<file path="src/design/aux_pin_defines.svh">
// Purpose: constants for the auxiliary pin function select block
// Assumes: 100 MHz core clock
// Notes: function codes are the values held in configuration memory
`ifndef AUX_PIN_DEFINES_SVH
`define AUX_PIN_DEFINES_SVH

`define FUNC_W 5
`define FUNC_TRISTATE 5'h00
`define FUNC_DRIVE_1 5'h01
`define FUNC_DRIVE_0 5'h02
`define FUNC_POWER_EN 5'h03
`define FUNC_TX_LED 5'h04
`define FUNC_RX_LED 5'h05
`define FUNC_ANY_LED 5'h06
`define FUNC_SLEEP 5'h07
`define FUNC_CLK_FAST 5'h08
`define FUNC_CLK_MID 5'h09
`define FUNC_CLK_SLOW 5'h0a
`define FUNC_CHARGER 5'h0b
`define FUNC_CHARGER_N 5'h0c
`define FUNC_BB_WR 5'h0d
`define FUNC_BB_RD 5'h0e
`define FUNC_BUS_SENSE 5'h0f
`define FUNC_TIMESTAMP 5'h10
`define FUNC_KEEP_AWAKE 5'h11

// factory defaults
`define DEFAULT_PIN_A 5'h0f
`define DEFAULT_PIN_B 5'h11

// led pulse length
`define LED_PULSE_NS 50000
`define CLK_PERIOD_NS 10
`define LED_PULSE_CYCLES (`LED_PULSE_NS / `CLK_PERIOD_NS)

// clock output half periods in core cycles, rounded to the nearest
// count the 100 MHz clock allows
`define CLK_DIV_W 3
`define CLK_HALF_FAST 3'h2
`define CLK_HALF_MID 3'h4

`endif

</file>
<file path="src/design/aux_pin_pkg.sv">
// Purpose: types for the auxiliary pin function select block
// Assumes: aux_pin_defines.svh supplies widths
// Notes: none
`include "aux_pin_defines.svh"

package aux_pin_pkg;

	typedef logic [`FUNC_W-1:0] func_code_t;

	// usb core status passed in as one bundle
	typedef struct packed
	{
		logic configured;
		logic suspended;
		logic tx_active;
		logic rx_active;
		logic sof_seen;
		logic on_charger;
		logic charger_cancels_sleep;
		logic bb_write_strobe_n;
		logic bb_read_strobe_n;
	} usb_status_t;

	// one pin's output value and enable
	typedef struct packed
	{
		logic out;
		logic oe_n;
	} pin_drive_t;

endpackage

</file>
<file path="src/design/aux_clock_gen.sv">
// Purpose: divided clock outputs for the auxiliary pins
// Assumes: 100 MHz core clock, so outputs approximate the named rates
// Notes: a true 24/12/6 MHz needs a 48 MHz source; counts are parameters
`timescale 1ns/100ps
`default_nettype none
`include "aux_pin_defines.svh"

module aux_clock_gen
#(
	parameter logic [`CLK_DIV_W-1:0] HALF_FAST = `CLK_HALF_FAST,
	parameter logic [`CLK_DIV_W-1:0] HALF_MID = `CLK_HALF_MID
)
(
	input wire logic clk,
	input wire logic resetn,
	input wire logic stop,
	output logic clk_out_fast,
	output logic clk_out_mid,
	output logic clk_out_slow
);
	import aux_pin_pkg::*;

	typedef struct packed
	{
		logic [`CLK_DIV_W-1:0] cnt_fast;
		logic [`CLK_DIV_W-1:0] cnt_mid;
		logic fast;
		logic mid;
		logic slow;
	} state_t;

	state_t st;
	state_t next_st;

	always_comb
	begin
		next_st = st;
		if (stop)
		begin
			next_st = '0;
		end
		else
		begin
			next_st.cnt_fast = st.cnt_fast + 3'h1;
			if (st.cnt_fast == HALF_FAST - 3'h1)
			begin
				next_st.cnt_fast = '0;
				next_st.fast = ~st.fast;
			end
			next_st.cnt_mid = st.cnt_mid + 3'h1;
			if (st.cnt_mid == HALF_MID - 3'h1)
			begin
				next_st.cnt_mid = '0;
				next_st.mid = ~st.mid;
				// slow is mid halved
				if (st.mid)
				begin
					next_st.slow = ~st.slow;
				end
			end
		end
	end

	always_ff @(posedge clk or negedge resetn)
	begin
		if (!resetn)
		begin
			st <= '0;
		end
		else
		begin
			st <= next_st;
		end
	end

	assign clk_out_fast = st.fast;
	assign clk_out_mid = st.mid;
	assign clk_out_slow = st.slow;

endmodule
`default_nettype wire

</file>
<file path="src/design/aux_led_stretch.sv">
// Purpose: stretch short activity into a visible low pulse
// Assumes: activity is a same-clock level or pulse
// Notes: retriggers while activity continues
`timescale 1ns/100ps
`default_nettype none
`include "aux_pin_defines.svh"

module aux_led_stretch
#(
	parameter int PULSE_CYCLES = `LED_PULSE_CYCLES
)
(
	input wire logic clk,
	input wire logic resetn,
	input wire logic activity,
	output logic led_n
);
	import aux_pin_pkg::*;

	localparam int CW = $clog2(PULSE_CYCLES + 1);

	typedef struct packed
	{
		logic [CW-1:0] cnt;
		logic led_n;
	} state_t;

	state_t st;
	state_t next_st;

	always_comb
	begin
		next_st = st;
		if (activity)
		begin
			next_st.cnt = CW'(PULSE_CYCLES);
		end
		else if (st.cnt != '0)
		begin
			next_st.cnt = st.cnt - CW'(1);
		end
		next_st.led_n = !(activity || st.cnt > CW'(1));
	end

	always_ff @(posedge clk or negedge resetn)
	begin
		if (!resetn)
		begin
			st <= '{cnt: '0, led_n: 1'b1};
		end
		else
		begin
			st <= next_st;
		end
	end

	assign led_n = st.led_n;

endmodule
`default_nettype wire

</file>
<file path="src/design/aux_pin_mux.sv">
// Purpose: function select for two configurable auxiliary pins
// Assumes: usb status is on the core clock; pin inputs are asynchronous
// Notes: open-drain functions only ever drive low; oe low means driving
// How it works
// - each pin can float, drive constant one, or drive constant zero
// - power enable low once configured, released high during suspend
// - power enable is open drain: drives low only, floats for high
// - transmit led pulses low open drain while sending to host
// - receive led pulses low open drain while receiving from host
// - combined led pulses low on either transmit or receive
// - sleep indicator low during suspend, high otherwise
// - with charger option set, sleep indicator held high on charger port
// - clock functions output fast, mid or slow continuous clock
// - clock outputs stop during suspend and resume afterwards
// - charger detect high drives high on dedicated charger, low otherwise
// - charger detect low pulls low open drain, no internal pull-up
// - bit-bang write strobe output, active low
// - bit-bang read strobe output, active low
// - timestamp output toggles once per start of frame
// - keep-awake input low holds off suspend
// - every function selectable independently on both pins
// - factory default for pin b is keep-awake input
// - factory default for pin a is bus power sense input
`timescale 1ns/100ps
`default_nettype none
`include "aux_pin_defines.svh"

module aux_pin_mux
#(
	parameter int LED_PULSE_CYCLES = `LED_PULSE_CYCLES
)
(
	// clock and reset
	input wire logic CLK_I,
	input wire logic RESETN_I,
	// configuration memory
	input wire logic CFG_VALID_I,
	input wire logic CFG_PROGRAMMED_I,
	input wire aux_pin_pkg::func_code_t CFG_FUNC_A_I,
	input wire aux_pin_pkg::func_code_t CFG_FUNC_B_I,
	// usb core status
	input wire aux_pin_pkg::usb_status_t USB_STATUS_I,
	// usb core feedback
	output logic KEEP_AWAKE_O,
	output logic BUS_POWER_SENSE_O,
	output logic BUS_POWER_SENSE_VALID_O,
	output logic CFG_LOADED_O,
	// auxiliary pin a
	input wire logic AUX_PIN_A_I,
	output logic AUX_PIN_A_O,
	output logic AUX_PIN_A_OE_N_O,
	// auxiliary pin b
	input wire logic AUX_PIN_B_I,
	output logic AUX_PIN_B_O,
	output logic AUX_PIN_B_OE_N_O
);
	import aux_pin_pkg::*;

	////////////////////////////////////////////////////////////////////

	typedef enum logic [1:0]
	{
		LOAD_WAIT = 2'b01,
		LOAD_DONE = 2'b10
	} load_state_t;

	typedef struct packed
	{
		load_state_t load;
		func_code_t func_a;
		func_code_t func_b;
		logic [1:0] sync_a;
		logic [1:0] sync_b;
		logic timestamp;
		pin_drive_t drive_a;
		pin_drive_t drive_b;
		logic keep_awake;
		logic bus_sense;
		logic bus_sense_valid;
	} state_t;

	state_t st;
	state_t next_st;

	logic clk_fast;
	logic clk_mid;
	logic clk_slow;
	logic tx_led_n;
	logic rx_led_n;
	logic any_led_n;

	////////////////////////////////////////////////////////////////////

	// open drain helper: low drives zero, high floats
	function automatic pin_drive_t open_drain(input logic level);
		pin_drive_t d;
		d.out = 1'b0;
		d.oe_n = level;
		return d;
	endfunction

	function automatic pin_drive_t push_pull(input logic level);
		pin_drive_t d;
		d.out = level;
		d.oe_n = 1'b0;
		return d;
	endfunction

	// released pin: enable high, output parked low
	function automatic pin_drive_t float_pin();
		pin_drive_t d;
		d.out = 1'b0;
		d.oe_n = 1'b1;
		return d;
	endfunction

	// one decoder serves both pins
	function automatic pin_drive_t select_drive(
		input func_code_t f,
		input usb_status_t u,
		input logic ts,
		input logic cf,
		input logic cm,
		input logic cs,
		input logic tl,
		input logic rl,
		input logic al
	);
		pin_drive_t d;
		d = float_pin();
		case (f)
			`FUNC_DRIVE_1: d = push_pull(1'b1);
			`FUNC_DRIVE_0: d = push_pull(1'b0);
			`FUNC_POWER_EN: d = open_drain(!u.configured || u.suspended);
			`FUNC_TX_LED: d = open_drain(tl);
			`FUNC_RX_LED: d = open_drain(rl);
			`FUNC_ANY_LED: d = open_drain(al);
			`FUNC_SLEEP:
				// charger option overrides suspend
				d = push_pull(!u.suspended || (u.charger_cancels_sleep && u.on_charger));
			`FUNC_CLK_FAST: d = push_pull(cf);
			`FUNC_CLK_MID: d = push_pull(cm);
			`FUNC_CLK_SLOW: d = push_pull(cs);
			`FUNC_CHARGER: d = push_pull(u.on_charger);
			`FUNC_CHARGER_N: d = open_drain(!u.on_charger);
			`FUNC_BB_WR: d = push_pull(u.bb_write_strobe_n);
			`FUNC_BB_RD: d = push_pull(u.bb_read_strobe_n);
			`FUNC_TIMESTAMP: d = push_pull(ts);
			// tristate, sense inputs and unknown codes float
			default: d = float_pin();
		endcase
		return d;
	endfunction

	////////////////////////////////////////////////////////////////////

	aux_clock_gen u_clock_gen
	(
		.clk(CLK_I),
		.resetn(RESETN_I),
		.stop(USB_STATUS_I.suspended),
		.clk_out_fast(clk_fast),
		.clk_out_mid(clk_mid),
		.clk_out_slow(clk_slow)
	);

	aux_led_stretch #(.PULSE_CYCLES(LED_PULSE_CYCLES)) u_tx_led
	(
		.clk(CLK_I),
		.resetn(RESETN_I),
		.activity(USB_STATUS_I.tx_active),
		.led_n(tx_led_n)
	);

	aux_led_stretch #(.PULSE_CYCLES(LED_PULSE_CYCLES)) u_rx_led
	(
		.clk(CLK_I),
		.resetn(RESETN_I),
		.activity(USB_STATUS_I.rx_active),
		.led_n(rx_led_n)
	);

	aux_led_stretch #(.PULSE_CYCLES(LED_PULSE_CYCLES)) u_any_led
	(
		.clk(CLK_I),
		.resetn(RESETN_I),
		.activity(USB_STATUS_I.tx_active || USB_STATUS_I.rx_active),
		.led_n(any_led_n)
	);

	////////////////////////////////////////////////////////////////////

	always_comb
	begin
		next_st = st;
		// pin inputs pass two flops before use; only the second stage is read
		// below, so a metastable first stage never reaches the decode
		next_st.sync_a = {st.sync_a[0], AUX_PIN_A_I};
		next_st.sync_b = {st.sync_b[0], AUX_PIN_B_I};
		unique case (st.load)
			LOAD_WAIT:
			begin
				if (CFG_VALID_I)
				begin
					if (CFG_PROGRAMMED_I)
					begin
						next_st.func_a = CFG_FUNC_A_I;
						next_st.func_b = CFG_FUNC_B_I;
					end
					else
					begin
						next_st.func_a = `DEFAULT_PIN_A;
						next_st.func_b = `DEFAULT_PIN_B;
					end
					next_st.load = LOAD_DONE;
				end
			end
			LOAD_DONE:
			begin
				if (USB_STATUS_I.sof_seen)
				begin
					next_st.timestamp = ~st.timestamp;
				end
			end
		endcase
		if (st.load == LOAD_DONE)
		begin
			next_st.drive_a = select_drive(st.func_a, USB_STATUS_I, st.timestamp,
				clk_fast, clk_mid, clk_slow, tx_led_n, rx_led_n, any_led_n);
			next_st.drive_b = select_drive(st.func_b, USB_STATUS_I, st.timestamp,
				clk_fast, clk_mid, clk_slow, tx_led_n, rx_led_n, any_led_n);
		end
		else
		begin
			// float until the selection is known, so no pin fights the board
			next_st.drive_a = float_pin();
			next_st.drive_b = float_pin();
		end
		next_st.keep_awake = 1'b0;
		next_st.bus_sense_valid = 1'b0;
		next_st.bus_sense = 1'b0;
		if (st.load == LOAD_DONE)
		begin
			// either pin may carry keep-awake; low on the pin holds off suspend
			if (st.func_a == `FUNC_KEEP_AWAKE && !st.sync_a[1])
			begin
				next_st.keep_awake = 1'b1;
			end
			if (st.func_b == `FUNC_KEEP_AWAKE && !st.sync_b[1])
			begin
				next_st.keep_awake = 1'b1;
			end
			// pin a wins if both carry bus sense
			if (st.func_a == `FUNC_BUS_SENSE)
			begin
				next_st.bus_sense_valid = 1'b1;
				next_st.bus_sense = st.sync_a[1];
			end
			else if (st.func_b == `FUNC_BUS_SENSE)
			begin
				next_st.bus_sense_valid = 1'b1;
				next_st.bus_sense = st.sync_b[1];
			end
		end
	end

	always_ff @(posedge CLK_I or negedge RESETN_I)
	begin
		if (!RESETN_I)
		begin
			st <= '{
				load: LOAD_WAIT,
				func_a: `FUNC_TRISTATE,
				func_b: `FUNC_TRISTATE,
				sync_a: 2'h0,
				sync_b: 2'h0,
				timestamp: 1'b0,
				drive_a: '{out: 1'b0, oe_n: 1'b1},
				drive_b: '{out: 1'b0, oe_n: 1'b1},
				keep_awake: 1'b0,
				bus_sense: 1'b0,
				bus_sense_valid: 1'b0
			};
		end
		else
		begin
			st <= next_st;
		end
	end

	////////////////////////////////////////////////////////////////////

	assign AUX_PIN_A_O = st.drive_a.out;
	assign AUX_PIN_A_OE_N_O = st.drive_a.oe_n;
	assign AUX_PIN_B_O = st.drive_b.out;
	assign AUX_PIN_B_OE_N_O = st.drive_b.oe_n;
	assign KEEP_AWAKE_O = st.keep_awake;
	assign BUS_POWER_SENSE_O = st.bus_sense;
	assign BUS_POWER_SENSE_VALID_O = st.bus_sense_valid;
	assign CFG_LOADED_O = (st.load == LOAD_DONE);

endmodule
`default_nettype wire

</file>
<file path="config.mk">
export PLATFORM = sky130hd
export DESIGN_NAME = aux_pin_mux
export DESIGN_NICKNAME = d
export VERILOG_FILES = /design/src/design/aux_pin_pkg.sv /design/src/design/aux_clock_gen.sv /design/src/design/aux_led_stretch.sv /design/src/design/aux_pin_mux.sv
export VERILOG_INCLUDE_DIRS = /design/src /design/src/design
export SDC_FILE = /design/constraint.sdc
export NUM_CORES = 1
export LEC_CHECK = 0
export ABC_CLOCK_PERIOD_IN_PS = 2600
export BUFFER_PORTS_ARGS = -buffer_cell sky130_fd_sc_hd__buf_2
export CORE_MARGIN = 3
export CORE_UTILIZATION = 25
export DETAILED_ROUTE_END_ITERATION = 10
export HOLD_SLACK_MARGIN = 0.1
export PLACE_DENSITY = 0.46
export SLEW_MARGIN = 5
export SYNTH_ARGS = -nofsm -noshare
export SYNTH_HDL_FRONTEND = slang
export SYNTH_SLANG_ARGS = --single-unit
</file>
<file path="constraint.sdc">
create_clock -name CLK_I -period 2.6 [get_ports CLK_I]
set_input_delay 0.52 -clock CLK_I [delete_from_list [all_inputs] [get_ports CLK_I]]
set_output_delay 0.52 -clock CLK_I [all_outputs]
set_load 0.005 [all_outputs]
</file>
Yosys cells after proc, flatten, opt, wreduce, memory -nomap -nowiden --
Cells that the tools add are included.
Storage, ports and cells: flip-flop bits (word level) 75, bits of input ports 25, output and inout port bits 8, word-level logic and storage cells 124
Cells by class: add/subtract/negate cells 5, magnitude comparators 3, equality and inequality tests 38, muxes and demuxes 21, bitwise operators 4, reductions and logical operators 29
Operators with widths (number):
- 5-bit by 4-bit == test with 1-bit output (second input constant) | 16
- 13-bit two-way mux | 6
- 2-bit one-hot mux with 15 select lines | 2
- 5-bit by 3-bit == test with 1-bit output (second input constant) | 8
- 13-bit by 1-bit > comparator with 1-bit output (second input constant) | 3
- 13-bit nonzero test | 3
- 13-bit by 1-bit subtractor with 13-bit output (second input constant) | 3
- 5-bit by 2-bit == test with 1-bit output (second input constant) | 4
- 5-bit == test (second input constant) | 4
- 2-bit nonzero test | 6
- 5-bit by 1-bit == test with 1-bit output (second input constant) | 2
- 10-bit two-way mux | 1
- 3-bit two-way mux | 3
- 9-bit two-way mux | 1
- 1-bit zero test | 8
- 3-bit by 1-bit adder with 3-bit output (second input constant) | 2
- 1-bit logical OR | 6
- 2-bit two-way mux | 3
- 2-bit AND reduction | 3
- 1-bit two-way mux | 4
- 4-bit two-way mux | 1
- 1-bit NOT | 4
- 3-bit by 1-bit == test with 1-bit output (second input constant) | 1
- 3-bit by 2-bit == test with 1-bit output (second input constant) | 1
- other kinds (3) | 5

Longest topological paths before layout --
Gate-level depths: netlist (run 1).
word-level depth 5, gate-level depth with buffers 8, mapped depth without buffers 7

Hierarchy --
Synthesis (run 1) repeated with hierarchy kept, for this count alone.
Second synthesis, totals: cell total of the unflattened synthesis 411, area total of the unflattened synthesis 4057.6 µm²
By module, submodules not included:
- aux_led_stretch | instances 3, cells each 77, area each 784.5 µm², sequential area each 351.6 µm²
- aux_pin_mux | instances 1, cells each 150, area each 1338.8 µm², sequential area each 604.3 µm²
- aux_clock_gen | instances 1, cells each 30, area each 365.4 µm², sequential area each 225.2 µm²

Least setup slack after synthesis (run 1) --
Ideal clock, no wire load.
path type reg-to-reg, from register u_rx_led.st[4] (netlist name), to register u_rx_led.st[3] (netlist name), setup time 0.132 ns, arrival time 1.863 ns, required time 2.468 ns, setup slack 0.606 ns, stages on the path, launching flop included 6, path buffers 0, period minus slack after synthesis 1.994 ns, cell sequence dfrtp_1 > or4_4 > or3_4 > o21ai_0 > mux2_2 > nor2_1
On the way: longest elaborated chain between the ends 2
Ends and longest elaborated chain:
- from (decl) | RTL line aux_led_stretch.sv:28 | state_t st;
- from (signal assigned) | RTL line aux_led_stretch.sv:49 | st <= '{cnt: '0, led_n: 1'b1};
- from (signal assigned) | RTL line aux_led_stretch.sv:53 | st <= next_st;
- 13-bit nonzero test | RTL line aux_led_stretch.sv:38 | else if (st.cnt != '0)
- 2-bit nonzero test (no line)
No other way between the ends. A chain may end at the register's enable or synchronous reset.

Final worst setup path (run 1) --
Same ends and word-level chain as after synthesis.

==> results.json, run 1 <==
{
  "max_cap_viol_count": 0,
  "tritoncts": "done",
  "number_of_antenna_violations_at_the_first_check_in_global_routing": 0,
  "first_global_vias": 2889,
  "dr_total_vias": 2879,
  "worst_stage_delay_on_the_critical_path_ns": 0.56,
  "synthArstFlopShare_pct": 100,
  "finalWorstPathRequiredPeriod_ns": 2.19,
  "drtPass1Iterations": 4,
  "cp.required_ns": 2.81,
  "crit_path_dat_ns": 2.40,
  "worstPathBufferInverterCount": 0,
  "die-area_mm2": 0.0169,
  "via_per_inst": 4.68,
  "ctsResizeCount": 0,
  "grt_max_degree": 46,
  "post_synth.cell_area_avg_um2": 9.58,
  "multi_input_comb_area_mm2": 0.00184,
  "io_pins": 33,
  "timing.critical_path.from_type": "flop",
  "timing.setup.tns_ns": 0,
  "row_count": 44,
  "finalCoreUtilization_pct": 30.5,
  "maxClockFrequency_mhz": 458,
  "core-area_mm2": 0.0148,
  "hpwlAfterDp_mm": 5.53,
  "holdCritPathClass": "in2async",
  "worstMarginPinSlew_ns": 0.705,
  "ys_seq_area_share_pct": 48.9,
  "fraction_of_final_layout_cells_sized_beyond_drive_strength_1_pct": 15.3,
  "clk_root_buffer_cell": "sky130_fd_sc_hd__clkbuf_16",
  "slew_headroom_pct": 52.8,
  "global_route.overflow_total": 0,
  "hold_violations": 0,
  "worst_ir_drop_vdd_uv": 273,
  "clock_latency_ns": 0.34,
  "post_synth_instance_area_mm2": 0.00385,
  "place.gp.congestion": 0.774,
  "drc_errors_left": 0,
  "endpoint_kind": "flop",
  "timing.critical_path.max_delay_family": "simple AND/OR/NAND/NOR gates",
  "fp.dieW_um": 130,
  "htree_levels": 3,
  "track_usage_pct": 10.3,
  "grt_pass1_wl_mm": 13.9,
  "ordered_list_of_cells_on_the_worst_path": "or4_4 -> or3_4 -> o21ai_0 -> mux2_2 -> nor2_1",
  "drt-wirelength-per-cell_um": 12.9,
  "hold_buffers": 0,
  "cts.clk_slew.worst_paths_ns": 0.06,
  "cts_buffer_count": 9,
  "p_leak_nw": 1.86,
  "synth.ff_latch_count": 75,
  "cts_setup_buffers": 0,
  "synthCells": 402,
  "yosysWarningCount": 0,
  "totalPowerFinal_mw": 2.89,
  "setup_viol": 0,
  "port_buffers": 32,
  "final.fill_count": 1515,
  "drt_iter0_markers": 136,
  "crit_fanout": 6,
  "floorplan.initialDensity_pct": 26.0,
  "postRouteWirelength_mm": 7.96,
  "final_nets": 461,
  "synth_flop_cell": "sky130_fd_sc_hd__dfrtp_1",
  "place.detailed.instances": 599,
  "register_area_mm2": 0.00188,
  "run_status": "completed",
  "fin_crit_sh_pct": 84.0,
  "critical-path-slowest-cell": "sky130_fd_sc_hd__or4_4",
  "die_y_um": 130,
  "postRouteAntennaNets": 0,
  "tritoncts_sink_count": 75,
  "placed_area_mm2": 0.00418,
  "instances_no_fill": 615,
  "power.density_mw_per_mm2": 640,
  "timing.hold.ws_ns": 0.191,
  "area_growth_syn_to_layout_pct": 17.4,
  "yosys.cell_types.count": 52,
  "setup_repair_after_global_routing_missed_its_margin": "no",
  "final_design_area_no_fill_mm2": 0.00452,
  "post-place-ws_ns": 0.435,
  "criticalPathCategory": "reg2reg",
  "report.final.slew_viol_count": 0,
  "finalWorstSetupSlack_ns": 0.415,
  "mappedNetlistNets": 437,
  "antenna_cells_inserted": 0,
  "clk_path_buf_depth": 2,
  "synth_edf_count": 0,
  "finalClockSkew_ns": 0.00403
}
==> Yosys cell counts, types with 3 or more instances <==
cell type / instances / area [µm²]
sky130_fd_sc_hd__a211oi_1: 3 / 22.5
sky130_fd_sc_hd__inv_1: 10 / 37.5
sky130_fd_sc_hd__nand3b_1: 11 / 82.6
sky130_fd_sc_hd__o21ai_0: 24 / 120
sky130_fd_sc_hd__nand2b_1: 8 / 50.1
sky130_fd_sc_hd__xnor2_1: 5 / 43.8
sky130_fd_sc_hd__and2_1: 3 / 18.8
sky130_fd_sc_hd__nor2b_1: 12 / 75.1
sky130_fd_sc_hd__nand4_1: 7 / 43.8
sky130_fd_sc_hd__dfrtp_1: 69 / 1730
sky130_fd_sc_hd__nor4_1: 4 / 25.0
sky130_fd_sc_hd__nand3_1: 21 / 105
sky130_fd_sc_hd__ha_1: 10 / 125
sky130_fd_sc_hd__and3_1: 3 / 18.8
sky130_fd_sc_hd__mux2_2: 3 / 33.8
sky130_fd_sc_hd__a21oi_1: 13 / 65.1
sky130_fd_sc_hd__nor3_1: 15 / 75.1
sky130_fd_sc_hd__clkbuf_1: 19 / 71.3
sky130_fd_sc_hd__a31oi_1: 3 / 18.8
sky130_fd_sc_hd__nand2_1: 35 / 131
sky130_fd_sc_hd__nor2_1: 44 / 165
sky130_fd_sc_hd__a211o_1: 5 / 43.8
sky130_fd_sc_hd__or4_1: 3 / 22.5
sky130_fd_sc_hd__xor2_1: 22 / 193
sky130_fd_sc_hd__dfstp_2: 6 / 158
sky130_fd_sc_hd__mux2i_1: 5 / 50.1
sky130_fd_sc_hd__nand4b_1: 7 / 61.3
sky130_fd_sc_hd__nor3b_1: 3 / 22.5
==> cell usage in the layout, fill, tap and decap left out, drive strengths merged, types with 2 or more instances in the layout <==
cell / instances
dfrtp: 69
nor2: 44
nand2: 35
buf: 34
o21ai: 25
xor2: 22
nand3: 21
nor3: 15
a21oi: 13
nor2b: 12
inv: 12
nand3b: 11
clkbuf: 11
ha: 10
nand2b: 8
nand4: 7
nand4b: 7
dfstp: 6
mux2i: 5
a211o: 5
xnor2: 5
or4: 5
nor4: 4
mux2: 3
nor3b: 3
and3: 3
a31oi: 3
a211oi: 3
and2: 3
or2: 3
or3: 3
o21bai: 2
nor4b: 2
o31ai: 2
bufinv: 2
==> registers in the layout, indices dropped and copies added (netlist names), 2 cells and up <==
name,flops
next_st,2
st,15
u_any_led.st,13
u_clock_gen.st,6
u_rx_led.st,13
u_tx_led.st,13
==> layer usage <==
metal	up-vias	wire length [µm]	track usage [%]
met5	-	0	0
met4	0	99	3.18
met3	9	429	3.19
met2	66	3600	16.2
met1	1356	3840	13.5
li1	1448	-	-
==> cells by family after synthesis <==
logic type | after synthesis | share of synthesized area (%)
xor+xnor | 27 | 6.14
mux | 9 | 2.76
flops | 75 | 48.9
simple gates | 188 | 25.9
buf+inv | 31 | 3.22
compound gates | 62 | 9.78
fa+ha+maj | 10 | 3.25
==> final timing paths <==
path | start | end | slack [ns] | cells past startpoint
max reg2reg | u_rx_led.st[4]$_DFFE_PN0P_ | u_rx_led.st[3]$_DFFE_PN0P_ | 0.41 | 5
max in group asynchronous | RESETN_I | u_rx_led.led_n$_DFF_PN1_ | 1.76 | 2
min | RESETN_I | u_clock_gen.st[8]$_DFF_PN0_ | 0.19 | 1
min in group CLK_I | AUX_PIN_A_I | next_st[11]$_DFF_PN0_ | 0.29 | 1
max | u_rx_led.st[4]$_DFFE_PN0P_ | u_rx_led.st[3]$_DFFE_PN0P_ | 0.41 | 5
min reg2reg | next_st[11]$_DFF_PN0_ | st[11]$_DFF_PN0_ | 0.35 | 0
==> report_power, final <==
part           internal [mW]  switching, mW  total [mW]
clock network          0.898          0.495        1.39
logic                  0.102          0.139       0.241
registers               1.21         0.0451        1.26
total                   2.22          0.679        2.89
==> layout make-up <==
type	instances	area share, %
flip-flops and latches	75	41.7
multi-input cells	296	40.8
clock buffers	11	5.59
well taps	184	5.09
repair buffers	34	4.21
clock inverters	5	1.83
inverters	10	0.831
(Power assumes the default switching activity.)
==> run 2, diff against run 1 <==
--- a/config.mk
+++ b/config.mk
@@ -6,7 +6,7 @@
 export SDC_FILE = /design/constraint.sdc
 export NUM_CORES = 1
 export LEC_CHECK = 0
-export ABC_CLOCK_PERIOD_IN_PS = 2600
+export ABC_CLOCK_PERIOD_IN_PS = 2100
 export BUFFER_PORTS_ARGS = -buffer_cell sky130_fd_sc_hd__buf_2
 export CORE_MARGIN = 3
 export CORE_UTILIZATION = 25
==> constraint.sdc (replaced) <==
create_clock -name CLK_I -period 2.1 [get_ports CLK_I]
set_input_delay 0.42 -clock CLK_I [delete_from_list [all_inputs] [get_ports CLK_I]]
set_output_delay 0.42 -clock CLK_I [all_outputs]
set_load 0.005 [all_outputs]
==> run 2 against run 1 <==
- critical path depth stayed put
- power up 17%
- first-iteration DRC count up 37%
- sequential power is 24% higher
- cell area is 1.9% higher
- clock-buffer cell count rose by 2
- wire length rose by 4.3%
- worst hold slack improved by 0.0082 ns
- non-clock buffer count increased by 17
- register-to-register slack lost 0.31 ns
- cell count rose by 2.8%
- largest cell class unchanged
==> results.json, run 2 (same netlist as run 1, synthesis figures left out) <==
{
  "instances_no_fill": 632,
  "postRouteAntennaNets": 0,
  "cp.required_ns": 2.35,
  "first_global_vias": 3020,
  "core-area_mm2": 0.0148,
  "drc_errors_left": 0,
  "timing.hold.ws_ns": 0.199,
  "final_nets": 478,
  "place.gp.congestion": 0.769,
  "final_design_area_no_fill_mm2": 0.00460,
  "worst_ir_drop_vdd_uv": 343,
  "place.detailed.instances": 615,
  "run_status": "completed",
  "fp.dieW_um": 130,
  "holdCritPathClass": "in2reg",
  "finalClockSkew_ns": 0.00635,
  "slew_headroom_pct": 69.7,
  "timing.critical_path.max_delay_family": "simple AND/OR/NAND/NOR gates",
  "crit-reg2reg-launch": "u_rx_led.st[6]$_DFFE_PN0P_",
  "max_cap_viol_count": 0,
  "timing.setup.tns_ns": 0,
  "antenna_cells_inserted": 0,
  "number_of_antenna_violations_at_the_first_check_in_global_routing": 0,
  "floorplan.initialDensity_pct": 26.0,
  "maxClockFrequency_mhz": 500,
  "area_growth_syn_to_layout_pct": 19.6,
  "cts_setup_buffers": 0,
  "port_buffers": 32,
  "tritoncts_sink_count": 75,
  "criticalPathCategory": "reg2reg",
  "crit_fanout": 5,
  "postRouteWirelength_mm": 8.31,
  "die_y_um": 130,
  "drt_iter0_markers": 186,
  "htree_levels": 3,
  "timing.critical_path.from_type": "flop",
  "drtPass1Iterations": 5,
  "clock_latency_ns": 0.33,
  "grt_max_degree": 51,
  "row_count": 44,
  "critical-path-slowest-cell": "sky130_fd_sc_hd__or4_4",
  "reg2reg_slack_ns": 0.10,
  "hold_violations": 0,
  "fin_crit_sh_pct": 95.2,
  "power.density_mw_per_mm2": 738,
  "worst-r2r-cell-count": 5,
  "mostFrequentLayoutCell": "sky130_fd_sc_hd__dfrtp_1",
  "hold_path_startpoint": "AUX_PIN_B_I",
  "placed_area_mm2": 0.00430,
  "p_leak_nw": 1.92,
  "clk_path_buf_depth": 2,
  "io_pins": 33,
  "grt_pass1_wl_mm": 14.4,
  "cts.clk_slew.worst_paths_ns": 0.06,
  "finalWorstPathRequiredPeriod_ns": 2.00,
  "global_route.overflow_total": 0,
  "die-area_mm2": 0.0169,
  "setup_repair_after_global_routing_missed_its_margin": "no",
  "fraction_of_final_layout_cells_sized_beyond_drive_strength_1_pct": 17.6,
  "worstPathBufferInverterCount": 0,
  "commonest_cells_after_routing_fill_and_taps_aside": "sky130_fd_sc_hd__dfrtp_1 (69), sky130_fd_sc_hd__nor2_1 (44), sky130_fd_sc_hd__nand2_1 (35)",
  "tritoncts": "done",
  "cts_buffer_count": 9,
  "crit_path_dat_ns": 2.25,
  "regToRegEndpoint": "u_rx_led.st[4]$_DFFE_PN0P_",
  "worstMarginPinSlew_ns": 0.453,
  "clk_root_buffer_cell": "sky130_fd_sc_hd__clkbuf_16",
  "endpoint_kind": "flop",
  "min_path_cells": 1,
  "hpwlAfterDp_mm": 5.87,
  "dr_total_vias": 2983,
  "ordered_list_of_cells_on_the_worst_path": "or4_4 -> or3_4 -> or2_1 -> and3_1 -> o21ai_1",
  "drt-wirelength-per-cell_um": 13.1,
  "worst_stage_delay_on_the_critical_path_ns": 0.57,
  "setup_viol": 0,
  "worstHoldEndpoint": "next_st[9]$_DFF_PN0_",
  "via_per_inst": 4.72,
  "largest-register": "st",
  "track_usage_pct": 10.4,
  "report.final.slew_viol_count": 0,
  "largest_reg_flops": 15
}
[run 2: changes by cell type in the layout (fill, tap and decap cells not counted)]
cell	change
sky130_fd_sc_hd__clkbuf_8	-1
sky130_fd_sc_hd__clkbuf_1	+3
sky130_fd_sc_hd__bufinv_16	-1
sky130_fd_sc_hd__clkinv_2	+1
sky130_fd_sc_hd__dlygate4sd3_1	+1
sky130_fd_sc_hd__inv_6	-2
sky130_fd_sc_hd__buf_4	+16
[run 2: routing by layer]
metal  GRT usage (%)  vias to the layer above  routed length, µm
met1            13.8                     1443               4120
met4            2.38                        0                 21
met5               0                        -                  0
met2            17.0                       50               3880
met3            2.62                        2                279
li1                -                     1488                  -
[run 2: metrics by stage]
stage	total power [mW]	worst slack, ns	utilization [%]
2_1_floorplan	1.77	0.106	-
3_3_place_gp	1.91	0.137	29.1
3_5_place_dp	1.92	0.108	29.1
4_1_cts	3.46	0.0956	31.1
5_1_grt	3.57	0.00159	31.1
6_report	3.40	0.100	31.1
[run 2: final cells by class]
cell class,count,area (µm²)
Clock buffer,13,250
Clock inverter,3,40.0
Fill cell,1563,10200
Inverter,10,37.5
Multi-Input combinational cell,296,1840
Sequential cell,75,1880
Tap cell,184,230
Timing Repair Buffer,51,320
[run 2: where the power goes]
part | internal, mW | total [mW] | switching, mW | leakage [nW]
Clock | 0.950 | 1.51 | 0.561 | 0.144
Combinational | 0.148 | 0.331 | 0.184 | 0.845
Sequential | 1.50 | 1.56 | 0.0527 | 0.927
[run 2: worst max path at each step]
stage                               startpoint                         end  slack [ns]  cells past startpoint
global placement    u_rx_led.st[6]$_DFFE_PN0P_  u_rx_led.st[4]$_DFFE_PN0P_        0.14                      5
global route        u_rx_led.st[6]$_DFFE_PN0P_  u_rx_led.st[4]$_DFFE_PN0P_       0.002                      5
finish              u_rx_led.st[6]$_DFFE_PN0P_  u_rx_led.st[4]$_DFFE_PN0P_        0.10                      5
floorplan           u_rx_led.st[4]$_DFFE_PN0P_  u_rx_led.st[3]$_DFFE_PN0P_        0.11                      5
CTS                 u_rx_led.st[6]$_DFFE_PN0P_  u_rx_led.st[4]$_DFFE_PN0P_         0.1                      5
detailed placement  u_rx_led.st[6]$_DFFE_PN0P_  u_rx_led.st[4]$_DFFE_PN0P_        0.11                      5
[run 2: worst reg2reg max path, delay by kind of cell, from the launching register on]
| kind | cells | cell delay, ns |
|---|---|---|
| AO/OA/AOI/OAI | 1 | 0.12 |
| AND/OR/NAND/NOR | 4 | 1.43 |
| flip-flops | 1 | 0.39 |
[run 2: timing repair]
| action | in CTS | in global routing |
|---|---|---|
| hold endpoints to repair | 22 | 0 |
| gates resized for setup | 0 | 0 |
| hold buffers | 1 | 0 |
